===== config.mk =====
export PLATFORM = sky130hd
export DESIGN_NAME = lir_router
export DESIGN_NICKNAME = d
export VERILOG_FILES = /design/src/logic/lir_timer.v /design/src/logic/lir_router.v
export VERILOG_INCLUDE_DIRS = /design/src /design/src/logic
export SDC_FILE = /design/constraint.sdc
export NUM_CORES = 1
export LEC_CHECK = 0
export BUFFER_PORTS_ARGS = -buffer_cell sky130_fd_sc_hd__buf_2
export CAP_MARGIN = 10
export CELL_PAD_IN_SITES_DETAIL_PLACEMENT = 1
export CELL_PAD_IN_SITES_GLOBAL_PLACEMENT = 2
export CORE_ASPECT_RATIO = 2
export CORE_UTILIZATION = 39
export CTS_CLUSTER_SIZE = 24
export DETAILED_ROUTE_END_ITERATION = 10
export PLACE_DENSITY = 0.77
export SLEW_MARGIN = 20
export SYNTH_ARGS = -nofsm -noshare
export SYNTH_HDL_FRONTEND = slang
export SYNTH_SLANG_ARGS = --single-unit

===== constraint.sdc =====
create_clock -name clk_i -period 4.4 [get_ports clk_i]
set_clock_uncertainty 0.15 [all_clocks]
set_input_delay 0.88 -clock clk_i [delete_from_list [all_inputs] [get_ports clk_i]]
set_output_delay 0.88 -clock clk_i [all_outputs]
set_load 0.01 [all_outputs]

===== src/logic/lir_defs.vh =====
`ifndef LIR_DEFS_VH
`define LIR_DEFS_VH
// source indices
`define LIR_SRC_TEST    4'h0
`define LIR_SRC_SCC1    4'h1
`define LIR_SRC_SCC2    4'h2
`define LIR_SRC_TMR1    4'h3
`define LIR_SRC_TMR2    4'h4
`define LIR_SRC_RTC     4'h5
`define LIR_SRC_SBIRQ   4'h6
`define LIR_SRC_ACFAIL  4'h7
`define LIR_SRC_SYSFAIL 4'h8
`define LIR_NSRC        9
// register offsets (word index on the plain port)
`define LIR_OFF_CTL0    6'h00
`define LIR_OFF_VEC0    6'h10
`define LIR_OFF_LVLEN   6'h20
`define LIR_OFF_STAT    6'h21
`define LIR_OFF_PEND    6'h22
`define LIR_OFF_T1CTL   6'h24
`define LIR_OFF_T1RLD   6'h25
`define LIR_OFF_T1CNT   6'h26
`define LIR_OFF_T2CTL   6'h28
`define LIR_OFF_T2RLD   6'h29
`define LIR_OFF_T2CNT   6'h2A
// control register fields
`define LIR_CTL_LVL_LSB 0
`define LIR_CTL_LVL_MSB 2
`define LIR_CTL_EN      3
// timer control fields
`define LIR_TCTL_RUN    5
`define LIR_TCTL_PS_MSB 4
// reset values
`define LIR_VEC_RST     8'h0F
`define LIR_LVLEN_RST   7'h00
// widths
`define LIR_TMR_W       24
`define LIR_PS_W        5
`endif


===== src/logic/lir_timer.v =====
`timescale 1ns/1ns
`include "lir_defs.vh"
// 24-bit down counter behind a 5-bit prescaler; pulses on wrap
module lir_timer (
  // clock and reset
  input  wire        clk_i,
  input  wire        resetn_i,
  input  wire        ce_i,
  // control
  input  wire        run_i,
  input  wire [4:0]  ps_i,
  input  wire [23:0] reload_i,
  input  wire        load_i,
  // state
  output reg  [23:0] count_o,
  output reg         tick_o
);
  reg [4:0] ps_q;  // prescale counter

  ////////////////////////////////////////////////////////////////////
  // prescaler then counter; reload on zero so the period is reload+1
  always @(posedge clk_i) begin
    if (!resetn_i) begin
      ps_q    <= 5'h00;
      count_o <= 24'h000000;
      tick_o  <= 1'b0;
    end else if (ce_i) begin
      tick_o <= 1'b0;
      if (load_i) begin
        ps_q    <= 5'h00;
        count_o <= reload_i;
      end else if (run_i) begin
        if (ps_q >= ps_i) begin
          ps_q <= 5'h00;
          if (count_o == 24'h000000) begin
            count_o <= reload_i;
            tick_o  <= 1'b1;
          end else begin
            count_o <= count_o - 24'h000001;
          end
        end else begin
          ps_q <= ps_q + 5'h01;
        end
      end
    end
  end
endmodule


===== src/logic/lir_router.v =====
`timescale 1ns/1ns
`include "lir_defs.vh"
// Operation
// nine local sources, two interrupter halves
// software picks request level per source
// programmable vector returned on acknowledge
// per-level enable masks all sources there
// two 24-bit timers with 5-bit prescaler
// timer vectors live in interrupter registers
// fail lines readable, optionally interrupting
// clock interrupt on level one to seven
// serial controllers own level and vector
// highest pending enabled level presented
module lir_router (
  // clock and reset
  input  wire        clk_i,
  input  wire        resetn_i,
  input  wire        ce_i,
  // register port
  input  wire [5:0]  addr_i,
  input  wire [31:0] wdata_i,
  input  wire        wr_i,
  input  wire        rd_i,
  output reg  [31:0] rdata_o,
  // external source pins, active high, taken on the rising edge
  input  wire        test_sw_i,
  input  wire        scc1_irq_i,
  input  wire        scc2_irq_i,
  input  wire        rtc_irq_i,
  input  wire        secondary_bus_irq_i,
  input  wire        acfail_i,
  input  wire        sysfail_i,
  // processor side
  output reg  [2:0]  ipl_o,
  input  wire        iack_i,
  input  wire [2:0]  iack_lvl_i,
  output reg  [7:0]  vec_o,
  output reg         vec_vld_o
);
  integer            k;                      // reset loop index
  integer            c;                      // combinational loop index
  reg  [7:0]         vec_q [0:`LIR_NSRC-1];  // vector per source
  reg  [3:0]         ctl_q [0:`LIR_NSRC-1];  // enable and level per source
  reg  [6:0]         lvlen_q;                // per-level enable
  reg  [8:0]         pend_q;                 // sticky pending per source
  wire [6:0]         sync1;                  // synchronised pins
  wire [6:0]         prev;                   // synchronised pins one cycle older
  wire [6:0]         edges;                  // rising edges of the pins
  reg                t1ld_q;                 // reload strobe, a cycle after the write
  reg                t2ld_q;                 // same for the second timer
  reg  [5:0]         t1ctl_q;
  reg  [5:0]         t2ctl_q;
  reg  [23:0]        t1rld_q;
  reg  [23:0]        t2rld_q;
  wire [23:0]        t1cnt;
  wire [23:0]        t2cnt;
  wire               t1tick;
  wire               t2tick;
  wire [6:0]         pins;
  wire [8:0]         events;
  reg  [6:0]         lvl_req;
  reg  [2:0]         top_lvl;
  reg  [3:0]         ack_src;
  reg                ack_hit;
  reg  [8:0]         pend_clr;               // pending bits cleared this cycle

  // the source whose level equals lvl and sits on the lowest index
  function [4:0] pick_src;
    input [2:0] lvl;
    input [8:0] pend;
    integer     j;
    begin
      pick_src = 5'h00;
      for (j = `LIR_NSRC - 1; j >= 0; j = j - 1) begin
        if (pend[j] && ctl_q[j][`LIR_CTL_EN] && ctl_q[j][2:0] == lvl) begin
          pick_src = {1'b1, j[3:0]};
        end
      end
    end
  endfunction

  assign pins = {sysfail_i, acfail_i, secondary_bus_irq_i, rtc_irq_i,
                 scc2_irq_i, scc1_irq_i, test_sw_i};

  ////////////////////////////////////////////////////////////////////
  // pins cross in through two flops; stage one feeds only stage two
  genvar g;
  generate
    for (g = 0; g < 7; g = g + 1) begin : g_sync
      reg s0_q;  // stage one, read by stage two only
      reg s1_q;  // stage two, the synchronised level
      reg p_q;   // stage two one cycle older, for the edge detect
      // reset low matches the idle pin level, so no false edge follows reset
      always @(posedge clk_i) begin
        if (!resetn_i) begin
          s0_q <= 1'b0;
          s1_q <= 1'b0;
          p_q  <= 1'b0;
        end else if (ce_i) begin
          s0_q <= pins[g];
          s1_q <= s0_q;
          p_q  <= s1_q;
        end
      end
      assign sync1[g] = s1_q;
      assign prev[g]  = p_q;
    end
  endgenerate

  // rising edges of pins plus timer wraps make the nine events
  assign edges  = sync1 & ~prev;
  assign events = {edges[6:3], t2tick, t1tick, edges[2:0]};

  ////////////////////////////////////////////////////////////////////
  // two timers
  lir_timer u_tmr1 (
    .clk_i    (clk_i),
    .resetn_i (resetn_i),
    .ce_i     (ce_i),
    .run_i    (t1ctl_q[`LIR_TCTL_RUN]),
    .ps_i     (t1ctl_q[`LIR_TCTL_PS_MSB:0]),
    .reload_i (t1rld_q),
    .load_i   (t1ld_q),
    .count_o  (t1cnt),
    .tick_o   (t1tick)
  );

  lir_timer u_tmr2 (
    .clk_i    (clk_i),
    .resetn_i (resetn_i),
    .ce_i     (ce_i),
    .run_i    (t2ctl_q[`LIR_TCTL_RUN]),
    .ps_i     (t2ctl_q[`LIR_TCTL_PS_MSB:0]),
    .reload_i (t2rld_q),
    .load_i   (t2ld_q),
    .count_o  (t2cnt),
    .tick_o   (t2tick)
  );

  ////////////////////////////////////////////////////////////////////
  // level gather, highest enabled level wins
  always @* begin
    lvl_req = 7'h00;
    for (c = 0; c < `LIR_NSRC; c = c + 1) begin
      if (pend_q[c] && ctl_q[c][`LIR_CTL_EN] && ctl_q[c][2:0] != 3'h0) begin
        lvl_req[ctl_q[c][2:0] - 3'h1] = 1'b1;
      end
    end
    lvl_req = lvl_req & lvlen_q;  // disabled level blocks all its sources
    top_lvl = 3'h0;
    for (c = 0; c < 7; c = c + 1) begin
      if (lvl_req[c]) begin
        top_lvl = c[2:0] + 3'h1;
      end
    end
    {ack_hit, ack_src} = pick_src(iack_lvl_i, pend_q);
    // a software clear and an acknowledge in one cycle must both take effect
    pend_clr = 9'h000;
    if (wr_i && addr_i == `LIR_OFF_PEND) begin
      pend_clr = wdata_i[8:0];
    end
    if (iack_i && ack_hit) begin
      pend_clr[ack_src] = 1'b1;  // acknowledged source leaves pending
    end
  end

  ////////////////////////////////////////////////////////////////////
  // registers, pending flags, acknowledge
  always @(posedge clk_i) begin
    if (!resetn_i) begin
      for (k = 0; k < `LIR_NSRC; k = k + 1) begin
        vec_q[k] <= `LIR_VEC_RST;
        ctl_q[k] <= 4'h0;
      end
      lvlen_q   <= `LIR_LVLEN_RST;
      pend_q    <= 9'h000;
      t1ctl_q   <= 6'h00;
      t2ctl_q   <= 6'h00;
      t1rld_q   <= 24'h000000;
      t2rld_q   <= 24'h000000;
      t1ld_q    <= 1'b0;
      t2ld_q    <= 1'b0;
      ipl_o     <= 3'h0;
      vec_o     <= 8'h00;
      vec_vld_o <= 1'b0;
      rdata_o   <= 32'h00000000;
    end else if (ce_i) begin
      vec_vld_o <= 1'b0;
      ipl_o     <= top_lvl;
      // acknowledge hands out the picked source's vector; others stay pending
      if (iack_i && ack_hit) begin
        vec_o     <= vec_q[ack_src];
        vec_vld_o <= 1'b1;
      end
      // clears apply together; a new event beats any clear in the same cycle
      pend_q <= (pend_q & ~pend_clr) | events;
      // load a cycle after the reload write, so the timer takes the new value
      t1ld_q <= wr_i && addr_i == `LIR_OFF_T1RLD;
      t2ld_q <= wr_i && addr_i == `LIR_OFF_T2RLD;
      if (wr_i) begin
        if (addr_i < `LIR_OFF_CTL0 + 6'h09) begin
          ctl_q[addr_i[3:0]] <= wdata_i[3:0];
        end else if (addr_i >= `LIR_OFF_VEC0 && addr_i < `LIR_OFF_VEC0 + 6'h09) begin
          vec_q[addr_i[3:0]] <= wdata_i[7:0];
        end
        case (addr_i)
          `LIR_OFF_LVLEN: lvlen_q <= wdata_i[6:0];
          `LIR_OFF_T1CTL: t1ctl_q <= wdata_i[5:0];
          `LIR_OFF_T1RLD: t1rld_q <= wdata_i[23:0];
          `LIR_OFF_T2CTL: t2ctl_q <= wdata_i[5:0];
          `LIR_OFF_T2RLD: t2rld_q <= wdata_i[23:0];
          default: ;
        endcase
      end
      // read data stands one cycle after the strobe; unmapped reads zero
      rdata_o <= 32'h00000000;
      if (rd_i) begin
        if (addr_i < `LIR_OFF_CTL0 + 6'h09) begin
          rdata_o <= {28'h0000000, ctl_q[addr_i[3:0]]};
        end else if (addr_i >= `LIR_OFF_VEC0 && addr_i < `LIR_OFF_VEC0 + 6'h09) begin
          rdata_o <= {24'h000000, vec_q[addr_i[3:0]]};
        end else begin
          case (addr_i)
            `LIR_OFF_LVLEN: rdata_o <= {25'h0, lvlen_q};
            `LIR_OFF_STAT:  rdata_o <= {26'h0, top_lvl, 1'b0, sync1[6], sync1[5]};
            `LIR_OFF_PEND:  rdata_o <= {23'h0, pend_q};
            `LIR_OFF_T1CTL: rdata_o <= {26'h0, t1ctl_q};
            `LIR_OFF_T1RLD: rdata_o <= {8'h00, t1rld_q};
            `LIR_OFF_T1CNT: rdata_o <= {8'h00, t1cnt};
            `LIR_OFF_T2CTL: rdata_o <= {26'h0, t2ctl_q};
            `LIR_OFF_T2RLD: rdata_o <= {8'h00, t2rld_q};
            `LIR_OFF_T2CNT: rdata_o <= {8'h00, t2cnt};
            default:        rdata_o <= 32'h00000000;
          endcase
        end
      end
    end
  end
endmodule


==> metrics.txt, run 1 <==
routed vias/inst=5.906; Mapped Area=18640 sq um; initial core utilization=39.36%; ys flop type=dfxtp_1; Crit Path Class=input pin to register; Overflow after GRT=0; Synth Area in Adders=2.282%; start point of the critical path=addr_i[1]; largest family of logic cells by synthesized area=simple AND/OR/NAND/NOR gates; slew margin rel.=32.32%; Peak VDD IR=0.0003087 V; CTS tree=built; CTS Sinks=347; Die Footprint=48730 sq um; Reg clk slew, reported paths=0.06 ns; area of the multi-input gates=9579 sq um; most used cell, CP=buf_4; DRT iter0 DRCs=895; Port Buf Inserts=81; min cycle time layout=3.733 ns; Seq. cell area=8468 sq um; synthesized instance count=1980; Worst Tran Pin Value=0.9897 ns; RSZ-0062 raised after global routing=no; Layout Nets=2160; r2r worst-path depth=10; Overall Global Routing Usage=30.27%; Critical R2R Launch=ctl_q[7][0]; number of max-cap violations=0; Max Slew Vio Count=0; CTS H-tree lvls=2; CP required=4.47 ns; Worst setup SP type=input pin; Top-Level Pins=98; asr flop ratio synth=0%; mean post-synth cell area=9.416 sq um; Critical Path AT=3.80 ns; vias=16123; Synth cell types=78; initial antenna violation count=2; final hold vios=0; post-synthesis mux area share=8.262%; largest net degree at the start of global routing=55; share of layout cells above drive strength 1=14.49%; crit end category=register; XOR/XNOR Fraction of Synth Area=1.879%; status=finished, final reports clean; Initial DRT Pass Iterations=5; number of global-route vias before repair=17022; number of fillers in the final layout=5477; EDFF count, synth=152; Die Width=156.6 um; largest fanout on the critical path=13; post-CTS sizing=0; clock root cell=clkbuf_16; global-route wire length before repair=107.9 mm; number of cells on the critical path=9; static leakage=7.392 nW; worst path cell trace=buf_2 > or3_1 > a21oi_1 > nor2b_1 > nand3_1 > buf_4 > nor4_1 > buf_4 > nand2b_1; Die Height=311.2 um; DR WL/cell=26.47 um; post-synthesis sequential area ratio=45.42%; Yosys warning count=0; clk buf depth=3; Synth Area in Compound Gates=17.83%; core area=47360 sq um; cell count after placement=2668; fin crit share=84.85%; gp weighted congestion=0.9784; row cnt=113; Syn-to-layout area delta=13.51%; HPWL after detailed placement=55.14 mm; crit-path leading delay family=simple AND/OR/NAND/NOR gates; cts bufs inserted=34; maximum clock rate=267.9 MHz; final wirelength=72.27 mm; slowest stage cell on the critical path=nor4_1; power density over the cells=340.7 nW/um^2; flops & latches, synth=347; setup_tns=0 ns; setup violators final=0; diode count=0; antenna-violating nets left=0; WP buf/inv=3; worst skew pair latency=0.57 ns; Hold WC Path Type=register to register; # Post-CTS Setup Buffers=0; simple-gate share of the synthesized area=19.89%; DRC viols=0; most common cell after layout, fill and taps aside=nand2_1; hold path start=t2rld_q[11]; Finished Layout Cells=2730; post-cts hold buffer count=0; CP max stage delay=0.58 ns; Hold Crit Depth=2; commonest non-fill, non-tap cells in the layout=229 x nand2_1, 195 x dfxtp_1, 174 x a21oi_1, 160 x nor2_1, 152 x edfxtp_1
[sequential cells by signal, indices dropped and copies added, names as in the netlist, 3 cells and up]
signal	count
rdata_o	24
u_tmr1.count_o	24
u_tmr2.ps_q	5
u_tmr1.ps_q	5
ctl_q	52
t2ctl_q	6
lvlen_q	7
ipl_o	3
vec_q	100
g_sync.s0_q	7
g_sync.s1_q	7
vec_o	8
t2rld_q	24
pend_q	9
t1ctl_q	6
g_sync.p_q	7
t1rld_q	24
u_tmr2.count_o	24
[cell usage after synthesis, types with 21 or more instances]
library cell	count	area share, %
nor2_1	163	3.3
or3_1	37	1.2
inv_1	49	0.99
nand4_1	21	0.70
clkbuf_1	108	2.2
and2_1	83	2.8
nor4_1	22	0.74
mux4_2	40	4.8
ha_1	34	2.3
o21ai_0	81	2.2
edfxtp_1	152	24
nand2_1	229	4.6
xor2_1	30	1.4
nand2b_1	47	1.6
a31oi_1	21	0.70
nand3_1	55	1.5
mux2i_1	47	2.5
dfxtp_1	195	21
nor3_1	37	0.99
a22oi_1	45	1.8
a21oi_1	174	4.7
[metrics by stage]
step / hold slack [ns] / setup WS, ns / util [%] / power, mW / area (sq um)
final: 0.3230 / 0.6667 / 44.68 / 7.211 / 21160
after global routing: 0.3417 / 0.5981 / 44.68 / 7.414 / 21160
after CTS: 0.3244 / 0.8400 / 44.68 / 7.276 / 21160
after detailed placement: 0.3117 / 0.2926 / 42.26 / 4.200 / 20010
after global placement: 0.3029 / 0.3474 / 42.26 / 4.179 / 20010
after floorplan: 0.2911 / 0.7955 / - / 3.949 / 18830
[worst register-to-register path, delay by kind of cell (launching register included)]
kind / cells / cell delay [ns]
flip-flops: 1 / 0.47
adder cells (fa/ha/maj): 1 / 0.27
AO/OA/AOI/OAI: 5 / 1.47
buffers and inverters: 1 / 0.17
AND/OR/NAND/NOR: 3 / 0.93
[metal layers]
metal  vias up  global-route usage, %  share of wire, %  routed length (um)
met5         -                      0             0.021                  15
met4         2                  24.13               9.2                6623
met3       206                  3.398               3.5                2533
met2       439                  57.46                54               39360
met1      8081                  28.63                33               23740
li1       7395                      -                 -                   -
[report_power, final]
part / total (mW) / leakage [nW] / internal, mW / switching (mW)
clock network: 3.08 / 0.558 / 1.72 / 1.36
logic: 0.594 / 3.78 / 0.209 / 0.385
registers: 3.54 / 3.05 / 3.46 / 0.0767
[layout make-up]
type                    count  share of cell area, %
multi-input cells        1489                  45.27
flip-flops and latches    347                  40.02
repair buffers            150                  4.659
clock buffers              44                  4.488
well taps                 632                  3.737
clock inverters            18                 0.9342
inverters                  50                 0.8987
[path summary, 6_finish.rpt]
kind / to / slack, ns
setup / recovery: ctl_q[8][0] / 0.67
hold / removal: t2rld_q[11] / 0.32
setup reg to reg: ipl_o[1] / 0.78
hold reg to reg: t2rld_q[11] / 0.32
[cells by family (layout without fill, tap and decap cells)]
logic type / count (synthesis) / count (layout)
DFF: 347 / 347
AOI/OAI and AO/OA: 505 / 505
buffers and inverters: 195 / 262
other: 1 / 52
muxes: 102 / 102
xor gates and xnor gates: 40 / 40
and+or+nand+nor: 756 / 756
adders and majority gates: 34 / 34
(Power assumes the default switching activity.)
==> run 2: changes to the inputs <==
- CORE_UTILIZATION: 39 -> 36
- PLACE_DENSITY: 0.77 -> 0.75
- clock period: 4.4 -> 3.2 ns (I/O delays scaled with it)
==> run 2 against run 1 <==
Net effect:
- global-route usage decreased by 2.0 points
- sequential cell count unchanged
- sequential power increased by 37%
- utilization decreased by 0.45 points
- first-iteration DRC count decreased by 8.5%
- register-to-register slack got worse by 0.71 ns
- hold slack got worse by 0.14 ns
- total power increased by 38%
- clock-buffer cell count increased by 6
- die area increased by 8.2%
- via count increased by 3.0%
- combinational power increased by 58%
- critical path type is now register to register
- largest power group unchanged
==> metrics.txt, run 2 (same netlist as run 1, synthesis figures left out) <==
status=finished, final reports clean; most used cell, CP=buf_4; number of fillers in the final layout=5862; Overflow after GRT=0; min cycle time layout=3.132 ns; antenna-violating nets left=0; Worst Tran Pin Value=0.7210 ns; placement-stage cell area=21270 sq um; Critical Path AT=3.43 ns; HPWL after detailed placement=56.87 mm; CP required=3.50 ns; power density over the cells=442.2 nW/um^2; DR WL/cell=25.51 um; commonest non-fill, non-tap cells in the layout=229 x nand2_1, 196 x buf_4, 195 x dfxtp_1, 174 x a21oi_1, 160 x nor2_1; CTS Sinks=347; Max Slew Vio Count=0; Reg clk slew, reported paths=0.07 ns; clock root cell=clkbuf_16; Worst Slack Setup Final=0.06784 ns; Worst setup SP type=register; post-layout util=44.23%; vias=16602; Syn-to-layout area delta=20.87%; Hold WC Path Type=input pin to register; Finished Cell Area=22530 sq um; share of layout cells above drive strength 1=20.53%; Port Buf Inserts=81; overall power=9.963 mW; largest net degree at the start of global routing=59; final hold vios=0; row cnt=117; core area=50940 sq um; CTS H-tree lvls=2; largest fanout on the critical path=3; DRC viols=0; Overall Global Routing Usage=28.31%; gp weighted congestion=0.9284; global-route wire length before repair=109.4 mm; Layout Nets=2305; area of the multi-input gates=9703 sq um; Finished Layout Cells=2898; Peak VDD IR=0.0003974 V; initial core utilization=36.59%; Top-Level Pins=98; clk buf depth=3; worst skew pair latency=0.55 ns; Seq. cell area=8468 sq um; Die Footprint=52750 sq um; CP max stage delay=0.50 ns; maximum clock rate=319.3 MHz; Largest Register=vec_q; WP buf/inv=4; slew margin rel.=51.43%; routed vias/inst=5.729; worst path cell trace=inv_1 > ha_1 > nor3b_1 > o211ai_1 > buf_4 > buf_4 > o221ai_1 > o41a_1 > nand2b_1 > o21ai_1 > buf_4 > nand4_1 > a32o_1; Largest register FFs=100; Die Height=323.8 um; Initial DRT Pass Iterations=5; number of global-route vias before repair=17774; CTS tree=built; crit-path leading delay family=compound AO/OA/AOI/OAI gates; static leakage=8.150 nW; cell count after placement=2832; most common cell after layout, fill and taps aside=nand2_1; Largest regs=vec_q: 100 flops, ctl_q: 52 flops; cts bufs inserted=34; Die Width=162.9 um; slowest stage cell on the critical path=o41a_1; crit end category=register; DP Worst Slack=-0.2066 ns; final wirelength=73.93 mm; DRT iter0 DRCs=819; setup_tns=0 ns; initial antenna violation count=4; number of max-cap violations=0; fin crit share=97.88%; setup violators final=0; Min Hold Slack=0.1880 ns; Crit Path Class=register to register
run 2: cell count changes in the layout (fill, tap and decap cells not counted), sizes merged:
cell	before	now
buf	150	295
clkbuf	44	50
clkinv	10	6
clkinvlp	3	0
diode	0	3
inv	52	51
run 2: repair_timing:
| item | CTS | global route |
|---|---|---|
| pin swaps | 1 | 8 |
| hold buffers | 0 | 0 |
| setup endpoints to repair | 10 | 6 |
| buffers inserted | 0 | 3 |
| gates resized for setup | 7 | 23 |
run 2: final cells by class:
class                   instances  share of cell area [%]
flip-flops and latches        347                   37.58
multi-input cells            1489                   43.06
clock inverters                10                  0.6053
clock buffers                  50                   4.315
well taps                     654                   3.632
inverters                      50                  0.8440
repair buffers                295                   9.928
diodes                          3                 0.03332
run 2: final timing paths:
check	start	to	slack, ns	depth (start not counted)
max	ctl_q[0][0]	rdata_o[5]	0.07	13
max reg2reg	ctl_q[0][0]	rdata_o[5]	0.07	13
min	wdata_i[16]	t1rld_q[16]	0.19	3
min reg2reg	t1rld_q[14]	t1rld_q[14]	0.32	2
run 2: power breakdown:
part | leakage (nW) | total [mW] | internal (mW) | switching, mW
clock | 0.544 | 4.18 | 2.36 | 1.82
sequential | 3.05 | 4.85 | 4.76 | 0.0885
combinational | 4.56 | 0.939 | 0.364 | 0.575
run 2: routing by layer:
metal  up-vias  part of all wire, %  GRT usage (%)
met5         -                0.018              0
met4         2                  7.9          20.33
met3       213                  3.2          2.890
met2       422                   56          56.71
met1      8279                   33          25.61
li1       7686                    -              -
run 2: worst register-to-register path, stage by stage, from the launching register on:
cell	delay, ns
edfxtp_1	0.39
inv_1	0.10
ha_1	0.24
nor3b_1	0.16
o211ai_1	0.24
buf_4	0.18
buf_4	0.10
o221ai_1	0.11
o41a_1	0.50
nand2b_1	0.22
o21ai_1	0.18
buf_4	0.15
nand4_1	0.07
a32o_1	0.25
==> run 3: changes to the inputs <==
- ABC_AREA: default -> 1
- CORE_UTILIZATION: 36 -> 33
- PLACE_DENSITY: 0.75 -> 0.74
==> run 3 against run 2 <==
Net effect:
- hold slack worse by 0.036 ns
- register-to-register slack better by 0.16 ns
- combinational power increased by 13%
- critical path type unchanged
- largest cell class is now registers
- largest power group unchanged
==> metrics.txt, run 3 <==
status=finished, final reports clean; hold path start=scc1_irq_i; Largest Register=vec_q; clk buf depth=3; crit end category=register; initial core utilization=33.34%; vias=18480; Overflow after GRT=0; post-synthesis sequential area ratio=47.01%; Die Height=341.7 um; setup violators final=0; CP required=3.54 ns; routed vias/inst=5.335; Synth cell types=68; static leakage=9.275 nW; # Post-CTS Setup Buffers=0; Hold Crit Depth=3; diode count=0; CTS Sinks=363; antenna-violating nets left=0; Crit Path Class=register to register; slew margin rel.=48.82%; CP max stage delay=0.60 ns; mean post-synth cell area=7.720 sq um; post-CTS sizing=0; largest fanout on the critical path=16; maximum clock rate=336.6 MHz; Worst setup SP type=register; Max Slew Vio Count=0; power density over the cells=469.2 nW/um^2; share of layout cells above drive strength 1=12.33%; Internal=7.763 mW; Psw=2.839 mW; Largest regs=vec_q: 104 flops, ctl_q: 64 flops; gp weighted congestion=0.9082; number of fillers in the final layout=7127; number of global-route vias before repair=19632; clock power share=41.5%; final hold vios=0; largest area contributor in the netlist=edfxtp_1; Finished Layout Cells=3464; worst path cell trace=nand2_1 > a21oi_1 > nand4_1 > nand2_1 > nand2_1 > nand2_1 > nand2_1 > nand2_2 > nand2_4 > nand2_2 > buf_12 > nand2_1 > o21ai_1 > nand2_1 > nand2_1 > nand2_1 > nand2_1 > nor2_1 > nor2_1; initial antenna violation count=2; largest net degree at the start of global routing=120; fin crit share=92.85%; global-route wire length before repair=122.4 mm; CTS H-tree lvls=2; Layout Nets=2768; Min Hold Slack=0.1519 ns; worst skew pair latency=0.57 ns; Peak VDD IR=0.0003814 V; Mapped Area=19040 sq um; r2r worst-path depth=19; EDFF count, synth=168; DRT iter0 DRCs=990; Sw Ratio=26.78%; number of max-cap violations=0; flops & latches, synth=363; cell count after placement=3396; Overall Global Routing Usage=29.03%; slowest stage cell on the critical path=dfxtp_1; final wirelength=84.16 mm; Syn-to-layout area delta=18.71%; Initial DRT Pass Iterations=5; row cnt=124; synthesized instance count=2466; start point of the critical path=pend_q[6]; post-cts hold buffer count=0; commonest cells in the netlist=593 x nand2_1, 288 x nor2_1, 218 x inv_1; Die Footprint=58710 sq um; DRC viols=0; ys flop type=dfxtp_1; HPWL after detailed placement=66.09 mm; Combinational Power Share=10.0%; Port Buf Inserts=81; Critical Path AT=3.31 ns; overall power=10.60 mW; Largest register FFs=104; Reg clk slew, reported paths=0.06 ns; most common cell in the netlist=nand2_1; core area=57090 sq um; commonest non-fill, non-tap cells in the layout=592 x nand2_1, 288 x nor2_1, 215 x inv_1, 203 x o21ai_0, 195 x dfxtp_1; asr flop ratio synth=0%; Die Width=171.8 um; setup_tns=0 ns; CTS tree=built; most used cell, CP=nand2_1; Yosys warning count=0; clock root cell=clkbuf_16; cts bufs inserted=37; DR WL/cell=24.30 um; Worst Tran Pin Value=0.7668 ns; top post-synthesis cells by area=edfxtp_1 27%, dfxtp_1 21%, nand2_1 12%; most common cell after layout, fill and taps aside=nand2_1; register share of total power=48.5%; Synth top area share=26.50%; Critical R2R Launch=pend_q[6]; Top-Level Pins=98; min cycle time layout=2.971 ns; Hold WC Path Type=input pin to register
run 3: cell types whose count changed after synthesis, sizes merged, moves of 85 or more:
cell and change:
o22ai +116, and2 -85, inv +182, nand2 +367
nor2 +133, o21ai +126
run 3: final cells by class:
type | instances | area, sq um | share of cell area, %
timing repair inverter | 1 | 7.507 | 0.03322
tap | 756 | 945.9 | 4.186
clock inverter | 18 | 155.1 | 0.6866
clock buffer | 49 | 1022 | 4.524
sequential | 363 | 8949 | 39.60
multi-input combinational | 1810 | 8875 | 39.27
timing repair buffer | 229 | 1744 | 7.718
inverter | 238 | 899.6 | 3.981
run 3: per-stage QoR:
step | utilization, % | worst slack (ns) | area [sq um]
4_1_cts | 39.56 | 0.1726 | 22590
3_5_place_dp | 37.50 | -0.06433 | 21410
3_3_place_gp | 37.50 | 0.008190 | 21410
2_1_floorplan | - | 0.5062 | 19290
6_report | 39.58 | 0.2287 | 22600
5_1_grt | 39.58 | -0.003739 | 22600
run 3: cell families (layout without fill, tap and decap cells):
group	after synthesis	in the layout	share of synthesized area (%)
adders and majority gates	34	34	2.235
DFF	363	363	47.01
and+or+nand+nor	1077	1077	23.42
other	1	68	0.01970
xor gates and xnor gates	53	53	2.438
buffers and inverters	360	535	7.709
AOI/OAI and AO/OA	578	578	17.17
run 3: routing by layer:
metal,global-route usage [%],share of wire (%),vias up
met2,57.37,56,452
met1,25.55,32,9114
met4,23.69,9.3,4
met3,2.938,2.9,242
li1,-,-,8668
met5,0,0.031,-
run 3: path summary, 6_finish.rpt:
| path | slack, ns | endpoint |
|---|---|---|
| setup / recovery | 0.23 | vec_o[1] |
| hold / removal | 0.15 | g_sync[1].s0_q |
| setup reg to reg | 0.23 | vec_o[1] |
| hold reg to reg | 0.31 | g_sync[0].p_q |
run 3: worst max-delay path, delay by kind of cell (launching register included):
| family | cells | cell delay (ns) |
|---|---|---|
| simple gates | 16 | 1.65 |
| buf+inv | 1 | 0.17 |
| flops | 1 | 0.60 |
| compound gates | 2 | 0.34 |
run 3: power by group through the flow:
stage	logic, mW	registers, mW	clock network [mW]
floorplan	0.568	5.19	0
CTS	1.06	5.14	4.49
detailed placement	1.05	5.24	0
global placement	1.03	5.24	0
finish	1.06	5.14	4.40
global route	1.14	5.15	4.61
